$ cat src/verilog/pcsi_pkg.sv
// Constants, field layout and operation codes of the program counter unit
package pcsi_pkg;

  // ---------------------------------------------------------------------
  // Widths and depths
  // ---------------------------------------------------------------------
  localparam int PCSI_PC_W = 13;
  localparam int PCSI_LIT_W = 11;
  localparam int PCSI_LATCH_W = 5;
  localparam int PCSI_STACK_DEPTH = 8;
  localparam int PCSI_DADDR_W = 9;

  // ---------------------------------------------------------------------
  // Vectors, wrap masks and reset values
  // ---------------------------------------------------------------------
  localparam logic [12:0] PCSI_RESET_VEC = 13'h0000;
  localparam logic [12:0] PCSI_IRQ_VEC = 13'h0004;
  localparam logic [12:0] PCSI_WRAP_256 = 13'h00ff;
  localparam logic [12:0] PCSI_WRAP_512 = 13'h01ff;
  localparam logic [4:0] PCSI_LATCH_RESET = 5'h00;
  localparam logic [7:0] PCSI_PTR_RESET = 8'h00;
  localparam logic PCSI_BANK_RESET = 1'b0;
  localparam logic PCSI_SIZE512_RESET = 1'b1;

  // ---------------------------------------------------------------------
  // File addresses seen by the instruction datapath
  // ---------------------------------------------------------------------
  localparam logic [7:0] PCSI_FA_INDIRECT = 8'h00;
  localparam logic [7:0] PCSI_FA_LOWB = 8'h02;
  localparam logic [7:0] PCSI_FA_STATUS = 8'h03;
  localparam logic [7:0] PCSI_FA_POINTER = 8'h04;
  localparam logic [7:0] PCSI_FA_LATCH = 8'h0a;
  localparam int PCSI_BANK_POS = 7;
  localparam logic [7:0] PCSI_SELF_READ = 8'h00;

  // ---------------------------------------------------------------------
  // APB byte offsets
  // ---------------------------------------------------------------------
  localparam logic [11:0] PCSI_OFS_LOWB = 12'h000;
  localparam logic [11:0] PCSI_OFS_LATCH = 12'h004;
  localparam logic [11:0] PCSI_OFS_POINTER = 12'h008;
  localparam logic [11:0] PCSI_OFS_BANK = 12'h00c;
  localparam logic [11:0] PCSI_OFS_PCVAL = 12'h010;
  localparam logic [11:0] PCSI_OFS_CFG = 12'h014;

  // ---------------------------------------------------------------------
  // Operations issued by the execute stage, one per cycle
  // ---------------------------------------------------------------------
  typedef enum logic [2:0] {
    PCSI_OP_HOLD,
    PCSI_OP_STEP,
    PCSI_OP_GOTO,
    PCSI_OP_CALL,
    PCSI_OP_RET,
    PCSI_OP_RET_LIT,
    PCSI_OP_RET_INT,
    PCSI_OP_IRQ
  } pcsi_op_t;

endpackage

$ cat src/verilog/pcsi_stack.sv
// Eight-entry circular return stack with a hidden pointer
`timescale 1ns/1ns
module pcsi_stack
  import pcsi_pkg::*;
#(
  parameter int DEPTH = PCSI_STACK_DEPTH,
  parameter int WIDTH = PCSI_PC_W
) (
  input wire logic clk,
  input wire logic rstn,
  input wire logic push,
  input wire logic pop,
  input wire logic [WIDTH-1:0] push_data,
  output logic [WIDTH-1:0] top_data
);

  localparam int PW = $clog2(DEPTH);

  // ---------------------------------------------------------------------
  // Pointer
  // ---------------------------------------------------------------------
  logic [PW-1:0] ptr_q;
  logic [PW-1:0] ptr_d;
  logic [PW-1:0] top_idx;
  logic [WIDTH-1:0] entry_q [DEPTH];

  // Pointer simply wraps; no overflow or underflow flag exists
  always_comb begin
    ptr_d = ptr_q;
    if (push) begin
      ptr_d = ptr_q + PW'(1); // see RULE_14
    end else if (pop) begin
      ptr_d = ptr_q - PW'(1); // see RULE_15
    end
  end

  always_ff @(posedge clk or negedge rstn) begin
    if (!rstn) begin
      ptr_q <= '0;
    end else begin
      ptr_q <= ptr_d;
    end
  end

  assign top_idx = ptr_q - PW'(1);
  assign top_data = entry_q[top_idx];

  // ---------------------------------------------------------------------
  // Entries
  // ---------------------------------------------------------------------
  // Ninth push lands on the first slot again
  for (genvar i = 0; i < DEPTH; i++) begin : g_entry
    logic [WIDTH-1:0] entry_d;
    always_comb begin
      entry_d = entry_q[i];
      if (push && (ptr_q == PW'(i))) begin
        entry_d = push_data; // see RULE_14
      end
    end
    always_ff @(posedge clk or negedge rstn) begin
      if (!rstn) begin
        entry_q[i] <= '0;
      end else begin
        entry_q[i] <= entry_d;
      end
    end
  end

  // Eight pushes bring the pointer back where it started
  ptr_wrap_a: assert property (@(posedge clk) disable iff (!rstn) // see RULE_14
    push [*8] |=> (ptr_q == $past(ptr_q, 8)))
    else $error("stack pointer does not wrap after eight pushes");

endmodule

$ cat src/verilog/pcsi_core.sv
// Program counter, return stack and indirect addressing unit with APB
`timescale 1ns/1ns
// How it works
// RULE_01 - Program counter is thirteen bits wide, reaching 8K words.
// RULE_02 - Only 256 or 512 words exist; fetch addresses wrap inside them.
// RULE_03 - Reset starts at 0000h; interrupts vector to 0004h.
// RULE_04 - Every reset clears all counter bits.
// RULE_05 - Low eight bits are a read/write register; upper bits come from latch.
// RULE_06 - Writing the low byte loads upper five bits from latch together.
// RULE_07 - Jump and call take the top two counter bits from latch bits 4:3.
// RULE_08 - Jump and call take the low eleven bits from the literal.
// RULE_09 - Software must bump the latch itself when a computed jump rolls over.
// RULE_10 - Stack holds eight 13-bit entries with a hidden pointer.
// RULE_11 - Calls and interrupt branches push the counter.
// RULE_12 - All three return kinds pop into the counter.
// RULE_13 - Pushes and pops leave the high latch alone.
// RULE_14 - Stack is circular; the ninth push overwrites the first.
// RULE_15 - No flag reports stack overflow or underflow.
// RULE_16 - Indirect port has no storage; it reaches the pointed location.
// RULE_17 - Reading the port through itself returns 00h.
// RULE_18 - Writing the port through itself stores nothing.
// RULE_19 - Indirect address is bank bit above the eight-bit pointer.
module pcsi_core
  import pcsi_pkg::*;
(
  input wire logic clk,
  input wire logic rstn,
  input wire logic psel,
  input wire logic penable,
  input wire logic pwrite,
  input wire logic [11:0] paddr,
  input wire logic [31:0] pwdata,
  output logic [31:0] prdata,
  output logic pready,
  output logic pslverr,
  input wire pcsi_op_t op_code,
  input wire logic [PCSI_LIT_W-1:0] op_literal,
  input wire logic fa_valid,
  input wire logic fa_write,
  input wire logic [7:0] fa_addr,
  input wire logic [7:0] fa_wdata,
  output logic [7:0] fa_rdata,
  output logic fa_hit,
  output logic dacc_valid,
  output logic dacc_write,
  output logic [PCSI_DADDR_W-1:0] dacc_addr,
  output logic [7:0] dacc_wdata,
  output logic [PCSI_PC_W-1:0] fetch_addr
);

  // ---------------------------------------------------------------------
  // Declarations
  // ---------------------------------------------------------------------
  logic [PCSI_PC_W-1:0] pc_q, pc_d, fetch_q, fetch_d, wrap_mask;
  logic [PCSI_PC_W-1:0] stack_top, push_data;
  logic [PCSI_LATCH_W-1:0] latch_q, latch_d;
  logic [7:0] ptr_q, ptr_d;
  logic bank_q, bank_d, size512_q, size512_d;
  logic push, pop;
  logic [31:0] prdata_q, prdata_d;
  logic pready_q, pready_d, pslverr_q, pslverr_d;
  logic [7:0] fa_rdata_q, fa_rdata_d;
  logic fa_hit_q, fa_hit_d;
  logic dacc_valid_q, dacc_valid_d, dacc_write_q, dacc_write_d;
  logic [PCSI_DADDR_W-1:0] dacc_addr_q, dacc_addr_d;
  logic [7:0] dacc_wdata_q, dacc_wdata_d;
  logic apb_acc, apb_we, apb_mapped;
  logic core_we, lowb_we, self_hit;
  logic [7:0] lowb_data;

  // ---------------------------------------------------------------------
  // Shared strobes
  // ---------------------------------------------------------------------
  // Write lands only on the edge where pready is seen high
  assign apb_acc = psel && penable && !pready_q;
  assign apb_we = psel && penable && pready_q && pwrite && apb_mapped;
  assign apb_mapped = (paddr == PCSI_OFS_LOWB) ||
                      (paddr == PCSI_OFS_LATCH) ||
                      (paddr == PCSI_OFS_POINTER) ||
                      (paddr == PCSI_OFS_BANK) ||
                      (paddr == PCSI_OFS_PCVAL) ||
                      (paddr == PCSI_OFS_CFG);
  assign core_we = fa_valid && fa_write;
  assign self_hit = (ptr_q == PCSI_FA_INDIRECT);
  // Core write beats a bus write in the same cycle
  assign lowb_we = (core_we && (fa_addr == PCSI_FA_LOWB)) ||
                   (apb_we && (paddr == PCSI_OFS_LOWB)); // see RULE_05
  assign lowb_data = (core_we && (fa_addr == PCSI_FA_LOWB)) ?
                     fa_wdata : pwdata[7:0];
  assign wrap_mask = size512_q ? PCSI_WRAP_512 : PCSI_WRAP_256;

  // ---------------------------------------------------------------------
  // Program counter and stack control
  // ---------------------------------------------------------------------
  // One operation per cycle; a low-byte write overrides the sequencing
  always_comb begin
    pc_d = pc_q;
    push = 1'b0;
    pop = 1'b0;
    push_data = pc_q + 13'h0001;
    case (op_code)
      PCSI_OP_HOLD: begin
        pc_d = pc_q;
      end
      PCSI_OP_STEP: begin
        pc_d = pc_q + 13'h0001;
      end
      PCSI_OP_GOTO: begin
        pc_d = {latch_q[4:3], op_literal}; // see RULE_07 see RULE_08
      end
      PCSI_OP_CALL: begin
        pc_d = {latch_q[4:3], op_literal}; // see RULE_07 see RULE_08
        push = 1'b1; // see RULE_11
      end
      PCSI_OP_RET, PCSI_OP_RET_LIT, PCSI_OP_RET_INT: begin
        pc_d = stack_top; // see RULE_12
        pop = 1'b1;
      end
      PCSI_OP_IRQ: begin
        push = 1'b1; // see RULE_11
        push_data = pc_q;
        pc_d = PCSI_IRQ_VEC; // see RULE_03
      end
      default: begin
        pc_d = pc_q;
      end
    endcase
    if (lowb_we) begin
      pc_d = {latch_q, lowb_data}; // see RULE_06
    end
    // Upper counter bits stay 13 wide; only the fetch address wraps
    fetch_d = pc_d & wrap_mask; // see RULE_02
  end

  always_ff @(posedge clk or negedge rstn) begin
    if (!rstn) begin
      pc_q <= PCSI_RESET_VEC; // see RULE_04 see RULE_03
      fetch_q <= PCSI_RESET_VEC;
    end else begin
      pc_q <= pc_d; // see RULE_01
      fetch_q <= fetch_d;
    end
  end

  // Hidden-pointer stack; no status output by design
  pcsi_stack #(
    .DEPTH(PCSI_STACK_DEPTH),
    .WIDTH(PCSI_PC_W)
  ) u_stack (
    .clk(clk),
    .rstn(rstn),
    .push(push), // see RULE_10
    .pop(pop),
    .push_data(push_data),
    .top_data(stack_top)
  );

  // ---------------------------------------------------------------------
  // Latch, pointer, bank and size registers
  // ---------------------------------------------------------------------
  // Stack traffic never touches the latch
  always_comb begin
    latch_d = latch_q; // see RULE_13
    ptr_d = ptr_q;
    bank_d = bank_q;
    size512_d = size512_q;
    if (core_we && (fa_addr == PCSI_FA_LATCH)) begin
      latch_d = fa_wdata[PCSI_LATCH_W-1:0];
    end else if (apb_we && (paddr == PCSI_OFS_LATCH)) begin
      latch_d = pwdata[PCSI_LATCH_W-1:0];
    end
    if (core_we && (fa_addr == PCSI_FA_POINTER)) begin
      ptr_d = fa_wdata;
    end else if (apb_we && (paddr == PCSI_OFS_POINTER)) begin
      ptr_d = pwdata[7:0];
    end
    // Bank bit snooped from status writes
    if (core_we && (fa_addr == PCSI_FA_STATUS)) begin
      bank_d = fa_wdata[PCSI_BANK_POS];
    end else if (apb_we && (paddr == PCSI_OFS_BANK)) begin
      bank_d = pwdata[0];
    end
    if (apb_we && (paddr == PCSI_OFS_CFG)) begin
      size512_d = pwdata[0];
    end
  end

  always_ff @(posedge clk or negedge rstn) begin
    if (!rstn) begin
      latch_q <= PCSI_LATCH_RESET;
      ptr_q <= PCSI_PTR_RESET;
      bank_q <= PCSI_BANK_RESET;
      size512_q <= PCSI_SIZE512_RESET;
    end else begin
      latch_q <= latch_d;
      ptr_q <= ptr_d;
      bank_q <= bank_d;
      size512_q <= size512_d;
    end
  end

  // ---------------------------------------------------------------------
  // File access and indirect resolution
  // ---------------------------------------------------------------------
  // Indirect port has no flop; it redirects through the pointer
  always_comb begin
    fa_rdata_d = 8'h00;
    fa_hit_d = 1'b0;
    dacc_valid_d = 1'b0;
    dacc_write_d = 1'b0;
    dacc_addr_d = '0;
    dacc_wdata_d = fa_wdata;
    if (fa_valid) begin
      if (fa_addr == PCSI_FA_INDIRECT) begin
        if (self_hit) begin
          fa_hit_d = !fa_write;
          fa_rdata_d = PCSI_SELF_READ; // see RULE_17 see RULE_18
        end else begin
          dacc_valid_d = 1'b1; // see RULE_16
          dacc_write_d = fa_write;
          dacc_addr_d = {bank_q, ptr_q}; // see RULE_19
        end
      end else if (fa_addr == PCSI_FA_LOWB) begin
        fa_hit_d = !fa_write;
        fa_rdata_d = pc_q[7:0]; // see RULE_05
      end else if (fa_addr == PCSI_FA_LATCH) begin
        fa_hit_d = !fa_write;
        fa_rdata_d = {3'b000, latch_q};
      end else if (fa_addr == PCSI_FA_POINTER) begin
        fa_hit_d = !fa_write;
        fa_rdata_d = ptr_q;
      end else begin
        // Status and all other files live outside this block
        dacc_valid_d = 1'b1;
        dacc_write_d = fa_write;
        dacc_addr_d = {1'b0, fa_addr};
      end
    end
  end

  always_ff @(posedge clk or negedge rstn) begin
    if (!rstn) begin
      fa_rdata_q <= 8'h00;
      fa_hit_q <= 1'b0;
      dacc_valid_q <= 1'b0;
      dacc_write_q <= 1'b0;
      dacc_addr_q <= '0;
      dacc_wdata_q <= 8'h00;
    end else begin
      fa_rdata_q <= fa_rdata_d;
      fa_hit_q <= fa_hit_d;
      dacc_valid_q <= dacc_valid_d;
      dacc_write_q <= dacc_write_d;
      dacc_addr_q <= dacc_addr_d;
      dacc_wdata_q <= dacc_wdata_d;
    end
  end

  // ---------------------------------------------------------------------
  // APB slave
  // ---------------------------------------------------------------------
  // One wait state: answer is registered so outputs stay flop-driven
  always_comb begin
    pready_d = apb_acc;
    pslverr_d = apb_acc && !apb_mapped;
    prdata_d = 32'h0000_0000;
    if (apb_acc && !pwrite) begin
      case (paddr)
        PCSI_OFS_LOWB: prdata_d = {24'h00_0000, pc_q[7:0]};
        PCSI_OFS_LATCH: prdata_d = {27'h000_0000, latch_q};
        PCSI_OFS_POINTER: prdata_d = {24'h00_0000, ptr_q};
        PCSI_OFS_BANK: prdata_d = {31'h0000_0000, bank_q};
        PCSI_OFS_PCVAL: prdata_d = {19'h0_0000, pc_q};
        PCSI_OFS_CFG: prdata_d = {31'h0000_0000, size512_q};
        default: prdata_d = 32'h0000_0000;
      endcase
    end
  end

  always_ff @(posedge clk or negedge rstn) begin
    if (!rstn) begin
      prdata_q <= 32'h0000_0000;
      pready_q <= 1'b0;
      pslverr_q <= 1'b0;
    end else begin
      prdata_q <= prdata_d;
      pready_q <= pready_d;
      pslverr_q <= pslverr_d;
    end
  end

  // ---------------------------------------------------------------------
  // Outputs
  // ---------------------------------------------------------------------
  assign prdata = prdata_q;
  assign pready = pready_q;
  assign pslverr = pslverr_q;
  assign fa_rdata = fa_rdata_q;
  assign fa_hit = fa_hit_q;
  assign dacc_valid = dacc_valid_q;
  assign dacc_write = dacc_write_q;
  assign dacc_addr = dacc_addr_q;
  assign dacc_wdata = dacc_wdata_q;
  assign fetch_addr = fetch_q;

  // ---------------------------------------------------------------------
  // Assertions
  // ---------------------------------------------------------------------
  reset_vector_a: assert property (@(posedge clk) // see RULE_04
    $rose(rstn) |-> (pc_q == 13'h0000) && (fetch_q == 13'h0000))
    else $error("counter not zero after reset");

  jump_load_a: assert property (@(posedge clk) disable iff (!rstn) // see RULE_07
    (op_code == PCSI_OP_GOTO) && !lowb_we |=>
      pc_q == {$past(latch_q[4:3]), $past(op_literal)})
    else $error("jump did not load latch bits and literal");

  lowbyte_load_a: assert property (@(posedge clk) disable iff (!rstn) // see RULE_06
    lowb_we |=> pc_q == {$past(latch_q), $past(lowb_data)})
    else $error("low byte write did not load all counter bits");

  irq_vector_a: assert property (@(posedge clk) disable iff (!rstn) // see RULE_03
    (op_code == PCSI_OP_IRQ) && !lowb_we |=> pc_q == 13'h0004)
    else $error("interrupt did not vector to 0004h");

  call_return_a: assert property (@(posedge clk) disable iff (!rstn) // see RULE_12
    ((op_code == PCSI_OP_CALL) && !lowb_we ##1
     (op_code == PCSI_OP_RET) && !lowb_we) |=>
      pc_q == $past(pc_q, 2) + 13'h0001)
    else $error("return did not restore address after call");

  latch_kept_a: assert property (@(posedge clk) disable iff (!rstn) // see RULE_13
    (push || pop) && !(core_we && fa_addr == PCSI_FA_LATCH) &&
      !(apb_we && paddr == PCSI_OFS_LATCH) |=> $stable(latch_q))
    else $error("stack traffic changed the latch");

  self_read_a: assert property (@(posedge clk) disable iff (!rstn) // see RULE_17
    fa_valid && !fa_write && fa_addr == PCSI_FA_INDIRECT && self_hit |=>
      fa_hit_q && (fa_rdata_q == 8'h00) && !dacc_valid_q)
    else $error("self-indirect read not zero");

  self_write_a: assert property (@(posedge clk) disable iff (!rstn) // see RULE_18
    fa_valid && fa_write && fa_addr == PCSI_FA_INDIRECT && self_hit |=>
      !dacc_valid_q && !fa_hit_q)
    else $error("self-indirect write reached memory");

  ind_address_a: assert property (@(posedge clk) disable iff (!rstn) // see RULE_19
    fa_valid && fa_addr == PCSI_FA_INDIRECT && !self_hit |=>
      dacc_valid_q && dacc_addr_q == {$past(bank_q), $past(ptr_q)})
    else $error("indirect address not bank over pointer");

  fetch_wrap_a: assert property (@(posedge clk) disable iff (!rstn) // see RULE_02
    ##1 (fetch_q & ~($past(wrap_mask))) == 13'h0000)
    else $error("fetch address outside implemented memory");

  apb_answer_a: assert property (@(posedge clk) disable iff (!rstn)
    apb_acc |=> pready_q ##1 !pready_q)
    else $error("APB answer not a single-cycle pulse");

  call_seen_c: cover property (@(posedge clk) disable iff (!rstn)
    (op_code == PCSI_OP_CALL) ##1 (op_code == PCSI_OP_RET));
  irq_seen_c: cover property (@(posedge clk) disable iff (!rstn)
    (op_code == PCSI_OP_IRQ) ##1 (op_code == PCSI_OP_RET_INT));
  deep_call_c: cover property (@(posedge clk) disable iff (!rstn)
    (op_code == PCSI_OP_CALL) [*8] ##1 (op_code == PCSI_OP_CALL));
  self_ind_c: cover property (@(posedge clk) disable iff (!rstn)
    fa_valid && fa_addr == PCSI_FA_INDIRECT && self_hit);

endmodule

$ cat config.mk
export PLATFORM = sky130hd
export DESIGN_NAME = pcsi_core
export DESIGN_NICKNAME = d
export VERILOG_FILES = /design/src/verilog/pcsi_pkg.sv /design/src/verilog/pcsi_stack.sv /design/src/verilog/pcsi_core.sv
export SDC_FILE = /design/constraint.sdc
export NUM_CORES = 1
export LEC_CHECK = 0
export CORE_AREA = 3 3 141 143
export DETAILED_ROUTE_END_ITERATION = 10
export DIE_AREA = 0 0 144 146
export DONT_BUFFER_PORTS = 1
export GPL_ROUTABILITY_DRIVEN = 0
export SKIP_CTS_REPAIR_TIMING = 1
export SLEW_MARGIN = 10
export SYNTH_ARGS = -nofsm -noshare
export SYNTH_HDL_FRONTEND = slang
export SYNTH_HIERARCHICAL = 1
export SYNTH_SLANG_ARGS = --single-unit
export TNS_END_PERCENT = 5
$ cat constraint.sdc
create_clock -name clk -period 3.9 [get_ports clk]
set_input_delay 0.585 -clock clk [delete_from_list [all_inputs] [get_ports clk]]
set_output_delay 0.585 -clock clk [all_outputs]
set_load 0.02 [all_outputs]
==> reports/results.txt, run 1 <==
htree depth: 4
Setup Crit Path Kind: reg2reg
Synth cell types: 67
r2r startpoint: u_stack/ptr_q[0]$_DFFE_PN0P_
Tmin final: 2.85 ns
sequential area share after synthesis: 47.8%
Die W: 144 um
Clock transition at path regs: 0.07 ns
initial drt markers: 357
first-pass GRT wire length: 35.5 mm
footprint of the multi-input gates: 4420 um^2
I/O Pins: 156
reg2reg setup slack: 1.05 ns
GR Util All Layers: 21.7%
area of the die: 21000 um^2
post-synthesis cell area: 9370 um^2
Max VDD drop: 0.420 mV
clock latency on the worst-skew pair: 0.44 ns
Initial Util: 50.1%
CTS Sinks: 179
Data arrival, critical path: 3.14 ns
crit end category: flop
HPWL after DPL: 15.9 mm
Worst Path Required: 4.19 ns
row count: 50
CP Launch Type: flop
WL/cell: 21.6 um
slowest stage delay, CP: 0.62 ns
M2 GR Usage: 37.4%
port bufs: 0
share of cells above drive strength 1: 15.9%
fillers: 1668
Synth warnings: 6
combinational power share: 39.1%
Final Max Slew Viols: 0
Synth async-reset ratio: 100%
DRT Wirelength: 22.7 mm
CP max-delay cell: ha_2
antenna violations before repair: 0
Reg power frac: 38.3%
Placeable Area: 18700 um^2
WHS: -0.163 ns
Main synth FF type: dfrtp_1
Antenna Nets Post-Route: 0
CTS tree: yes
met1 GRT Util: 26.5%
Worst Clk Skew: 0.0126 ns
Root Driver: clkbuf_16
GR Util met3: 4.63%
Post-synth EDFFs: 0
Finished Core Util: 53.1%
Setup Total Neg Slack: 0 ns
internal power: 4.87 mW
Hold Crit Class: in2async
fin crit share: 73.1%
Worst slew margin: 40.3%
pin count of the biggest net entering global routing: 180
pwr dens: 785 nW/um^2
clock group share of total power: 22.6%
Least-Margin Pin Slew: 0.894 ns
Cell Chain, Critical Path: inv_2 > ha_2 > buf_12 > mux2i_1 > nand3_1 > and4_1 > nor3_1 > o31a_1 > o21ai_0
unrepaired setup endpoints after global routing: no
total grt overflow: 0
CP max FO: 38
drc violations: 0
n_diodes: 0
DR pass1 iterations: 6
Net Sw Frac: 37.6%
maximum clock rate: 0.351 GHz
commonest non-fill, non-tap cell in the layout: dfrtp_1
commonest cells after routing, fill and taps aside: dfrtp_1 (178), nand3_1 (70), mux2i_1 (67)
Vias/cell: 6.09
number of global-route vias before repair: 6391
Die Y: 146 um
# setup viols final: 0
CTS buffer count: 17
Area Overhead vs Synth: 6.10%
Reg2Reg Depth: 9
status: complete, but fails checks
#FFs+latches synth: 179
leak pwr: 4.42 nW
busiest grt layer: met2
clock tree buffer depth: 2
Final #Nets: 892
Net Sw Power: 2.93 mW
Mapped Cells: 834
R2R Path End: pc_q[2]$_DFFE_PN0P_
Tot Pwr: 7.80 mW
Sequential Area: 4480 um^2
failing checks: hold timing
max cap viols: 0
Mapped Avg Cell Area: 11.2 um^2
via count: 6398
Hold Vio Cnt, Final: 178
[worst max path at each step]
| stage | cells after the start | to | slack (ns) | startpoint |
|---|---|---|---|---|
| 2_1_floorplan | 13 | pc_q[3]$_DFFE_PN0P_ | 1.11 | u_stack/ptr_q[0]$_DFFE_PN0P_ |
| 3_3_place_gp | 9 | pc_q[2]$_DFFE_PN0P_ | 1.10 | u_stack/ptr_q[0]$_DFFE_PN0P_ |
| 3_5_place_dp | 9 | pc_q[2]$_DFFE_PN0P_ | 1.07 | u_stack/ptr_q[0]$_DFFE_PN0P_ |
| 4_1_cts | 9 | pc_q[2]$_DFFE_PN0P_ | 1.04 | u_stack/ptr_q[0]$_DFFE_PN0P_ |
| 5_1_grt | 9 | pc_q[2]$_DFFE_PN0P_ | 0.91 | u_stack/ptr_q[0]$_DFFE_PN0P_ |
| 6_report | 9 | pc_q[2]$_DFFE_PN0P_ | 1.05 | u_stack/ptr_q[0]$_DFFE_PN0P_ |
[power by group through the flow]
stage          clock, mW  combinational (mW)  sequential (mW)
6_report            1.76                3.05             2.99
5_1_grt             1.87                3.32             3.06
4_1_cts             1.79                3.05             2.98
3_5_place_dp           0                3.03             3.01
3_3_place_gp           0                2.96             2.97
2_1_floorplan          0                2.57             2.72
[cell usage after synthesis (4+ instances only)]
cell type  number  area [um^2]
a21oi_1        28          140
a221oi_1        7         61.3
a222oi_1        9         90.1
a22o_1          4         35.0
a22oi_1        10         75.1
a31oi_1         6         37.5
and2_1          6         37.5
and3_1          5         31.3
and4_1         17          149
buf_2          25          125
buf_4          35          263
clkbuf_1       16         60.1
dfrtp_1       178         4450
ha_1            8          100
inv_1          11         41.3
mux2_1         46          518
mux2_2         61          687
mux2i_1        67          671
nand2_1        33          124
nand3_1        70          350
nand4_1         7         43.8
nor2_1         49          184
nor2b_1        17          106
nor3_1         15         75.1
nor3b_1         4         30.0
nor4_1          6         37.5
o21ai_0        10         50.1
xnor2_1        18          158
xor2_1          7         61.3
[metrics by stage]
step | worst slack, ns | instances | cell area (um^2) | hold slack, ns
2_1_floorplan | 1.11 | 856 | 9450 | 0.289
5_1_grt | 0.906 | 1050 | 9940 | -0.182
3_5_place_dp | 1.07 | 1018 | 9330 | 0.293
4_1_cts | 1.04 | 1050 | 9940 | -0.170
6_report | 1.05 | 1050 | 9940 | -0.163
3_3_place_gp | 1.10 | 1018 | 9330 | 0.293
[cell families after synthesis]
logic type,Yosys count,synth area share [%]
and+or+nand+nor,255,15.3
adders and majority gates,8,1.07
other,1,0.0400
muxes,174,20.0
buffers and inverters,95,5.89
DFF,179,47.8
xor gates and xnor gates,27,2.69
AOI/OAI and AO/OA,95,7.20
[worst max-delay path: cells and delay by family, from the launching register on]
| family | cells | cell delay (ns) |
|---|---|---|
| AOI/OAI and AO/OA | 2 | 0.23 |
| DFF | 1 | 0.39 |
| muxes | 1 | 0.22 |
| buffers and inverters | 2 | 0.58 |
| adders and majority gates | 1 | 0.62 |
| and+or+nand+nor | 3 | 0.64 |
[sequential cells by signal, indices dropped and copies added, names as in the netlist, 3 cells and up]
signal / count
u_stack/entry_q: 104
pc_q: 13
prdata: 13
dacc_addr: 9
dacc_wdata: 8
fa_rdata: 8
ptr_q: 8
latch_q: 5
u_stack/ptr_q: 3
[final cells by class]
type,count,share of cell area (%)
inverters,12,0.453
clock buffers,19,4.36
well taps,234,2.95
clock inverters,13,1.74
flip-flops and latches,179,45.1
repair buffers,11,0.957
multi-input cells,582,44.5
[routing by layer]
layer | routed length, um | part of all wire, %
met1 | 9360 | 41
met2 | 11500 | 51
met3 | 1180 | 5.2
met4 | 629 | 2.8
met5 | 0 | 0
(Power assumes the default switching activity.)
==> run 2, diff against run 1 <==
==> constraint.sdc (replaced) <==
create_clock -name clk -period 2.77 [get_ports clk]
set_input_delay 0.4155 -clock clk [delete_from_list [all_inputs] [get_ports clk]]
set_output_delay 0.4155 -clock clk [all_outputs]
set_load 0.02 [all_outputs]
==> run 2 against run 1 <==
Critical path depth unchanged. The run still ends with hold timing left. Clock-buffer cell count decreased by 2. Largest cell class unchanged. Clock skew decreased by 0.0052 ns. Sequential power increased by 34%.
==> reports/results.txt, run 2 (same netlist as run 1, synthesis figures left out) <==
Area Overhead vs Synth: 8.84%
WHS: -0.327 ns (-0.165 ns)
Worst slew margin: 47.8% (+7.5 points)
I/O Pins: 156 (unchanged)
Finished Core Util: 54.5% (+1.4 points)
commonest cells after routing, fill and taps aside: dfrtp_1 (178), nand3_1 (70), mux2i_1 (67)
Hold Crit Class: in2async
Metal-1 WL: 9.48 mm (+1.3%)
Clock transition at path regs: 0.07 ns (about the same)
Top Metal Used: met4
total grt overflow: 0 (unchanged)
# setup viols final: 0 (unchanged)
pin count of the biggest net entering global routing: 180 (unchanged)
CTS Sinks: 179 (unchanged)
crit end category: flop
Initial Util: 50.1% (unchanged)
CP max FO: 12 (-68%)
Vias/cell: 5.93 (-2.6%)
Root Driver: clkbuf_16
Met3 Routed Length: 1.23 mm (+4.3%)
Data arrival, critical path: 2.86 ns (-0.28 ns)
fin crit share: 91.8% (+19 points)
GR Util All Layers: 22.2% (+0.49 points)
Final #Nets: 926 (+3.8%)
unrepaired setup endpoints after global routing: no
Hold Vio Cnt, Final: 179 (+0.56%)
status: complete, but fails checks
number of global-route vias before repair: 6596 (+3.2%)
commonest non-fill, non-tap cell in the layout: dfrtp_1
clock latency on the worst-skew pair: 0.43 ns (about the same)
Least-Margin Pin Slew: 0.778 ns (-0.116 ns)
Die W: 144 um (unchanged)
Die Y: 146 um (unchanged)
leak pwr: 4.55 nW (+3.0%)
HPWL after DPL: 16.7 mm (+5.0%)
row count: 50 (unchanged)
WL/cell: 21.4 um (-0.78%)
footprint of the multi-input gates: 4420 um^2 (unchanged)
Setup Crit Path Kind: reg2reg
Setup Total Neg Slack: 0 ns (unchanged)
clock tree buffer depth: 2 (unchanged)
Sequential Area: 4480 um^2 (unchanged)
CP Launch Type: flop
CTS buffer count: 17 (unchanged)
maximum clock rate: 0.393 GHz (+12%)
Antenna Nets Post-Route: 0 (unchanged)
Largest register FFs: 104 (unchanged)
failing checks: hold timing
share of cells above drive strength 1: 18.6% (+2.7 points)
pwr dens: 1090 nW/um^2 (+38%)
drc violations: 0 (unchanged)
CTS tree: yes
antenna violations before repair: 0 (unchanged)
DR pass1 iterations: 5 (-1)
DRT Wirelength: 23.2 mm (+2.4%)
fillers: 1662 (-0.36%)
largest register by flop count: u_stack/entry_q
Max VDD drop: 0.577 mV (+37%)
via count: 6431 (+0.52%)
initial drt markers: 362 (+1.4%)
first-pass GRT wire length: 36.4 mm (+2.6%)
Tmin final: 2.54 ns (-0.307 ns)
WL met2: 11.9 mm (+3.4%)
n_diodes: 0 (unchanged)
max cap viols: 0 (unchanged)
Worst Clk Skew: 0.00738 ns (-0.00524 ns)
area of the die: 21000 um^2 (unchanged)
Final Max Slew Viols: 0 (unchanged)
Worst Path Required: 3.08 ns (-1.11 ns)
htree depth: 4 (unchanged)
port bufs: 0 (unchanged)
Placeable Area: 18700 um^2 (unchanged)
[run 2: cell types whose count changed in the layout (fill, tap and decap cells not counted)]
cell           before  now
buf_12              1    0
buf_4              10   36
buf_6               0    1
bufinv_16           3    2
clkbuf_1            2    0
clkinv_2            1    0
clkinv_4            4    1
clkinvlp_4          1    5
dlygate4sd3_1       0    8
inv_6               4    6
inv_8               0    1
[run 2: routing by layer]
| metal | track usage [%] | vias up |
|---|---|---|
| met3 | 4.14 | 40 |
| met4 | 8.52 | 0 |
| met1 | 27.0 | 3225 |
| met5 | 0 | - |
| met2 | 38.5 | 192 |
| li1 | - | 2974 |
[run 2: worst paths after layout]
kind                                                 from  slack [ns]                              end  cells past startpoint
min in group clk                                 fa_write        0.05                 fa_hit$_DFF_PN0_                      1
setup / recovery             u_stack/ptr_q[1]$_DFFE_PN0P_        0.23              pc_q[0]$_DFFE_PN0P_                      9
hold / removal                                       rstn       -0.33              prdata[0]$_DFF_PN0_                      0
hold reg to reg            u_stack/entry_q[8]$_DFFE_PN0P_        0.49   u_stack/entry_q[8]$_DFFE_PN0P_                      1
setup reg to reg             u_stack/ptr_q[1]$_DFFE_PN0P_        0.23              pc_q[0]$_DFFE_PN0P_                      9
max in group asynchronous                            rstn        2.76  u_stack/entry_q[63]$_DFFE_PN0P_                      0
[run 2: where the power goes]
group,internal [mW],switching (mW)
clock network,1.35,1.09
registers,3.44,0.573
logic,2.09,2.53
[run 2: critical path, cell delays in order, from the launching register on]
cell	delay, ns
dfrtp_1	0.41
inv_1	0.10
ha_2	0.53
buf_4	0.31
mux2i_1	0.22
nand3_1	0.09
and4_1	0.26
a21oi_1	0.15
nor3_1	0.08
a211o_1	0.27
[run 2: per-stage QoR]
stage / power [mW] / std cells / instance area (um^2) / setup WS [ns] / hold WS, ns
2_1_floorplan: 7.45 / 856 / 9450 / 0.0415 / 0.120
4_1_cts: 11.1 / 1076 / 10100 / 0.156 / -0.340
5_1_grt: 11.8 / 1084 / 10200 / 0.0951 / -0.343
3_3_place_gp: 8.46 / 1044 / 9520 / 0.219 / 0.124
3_5_place_dp: 8.65 / 1044 / 9520 / 0.178 / 0.124
6_report: 11.1 / 1084 / 10200 / 0.227 / -0.327
[run 2: layout make-up]
class	instances	area share, %
timing repair buffer	45	3.55
inverter	12	0.442
multi-input combinational	582	43.3
clock inverter	15	1.67
tap	234	2.87
clock buffer	17	4.17
sequential	179	43.9
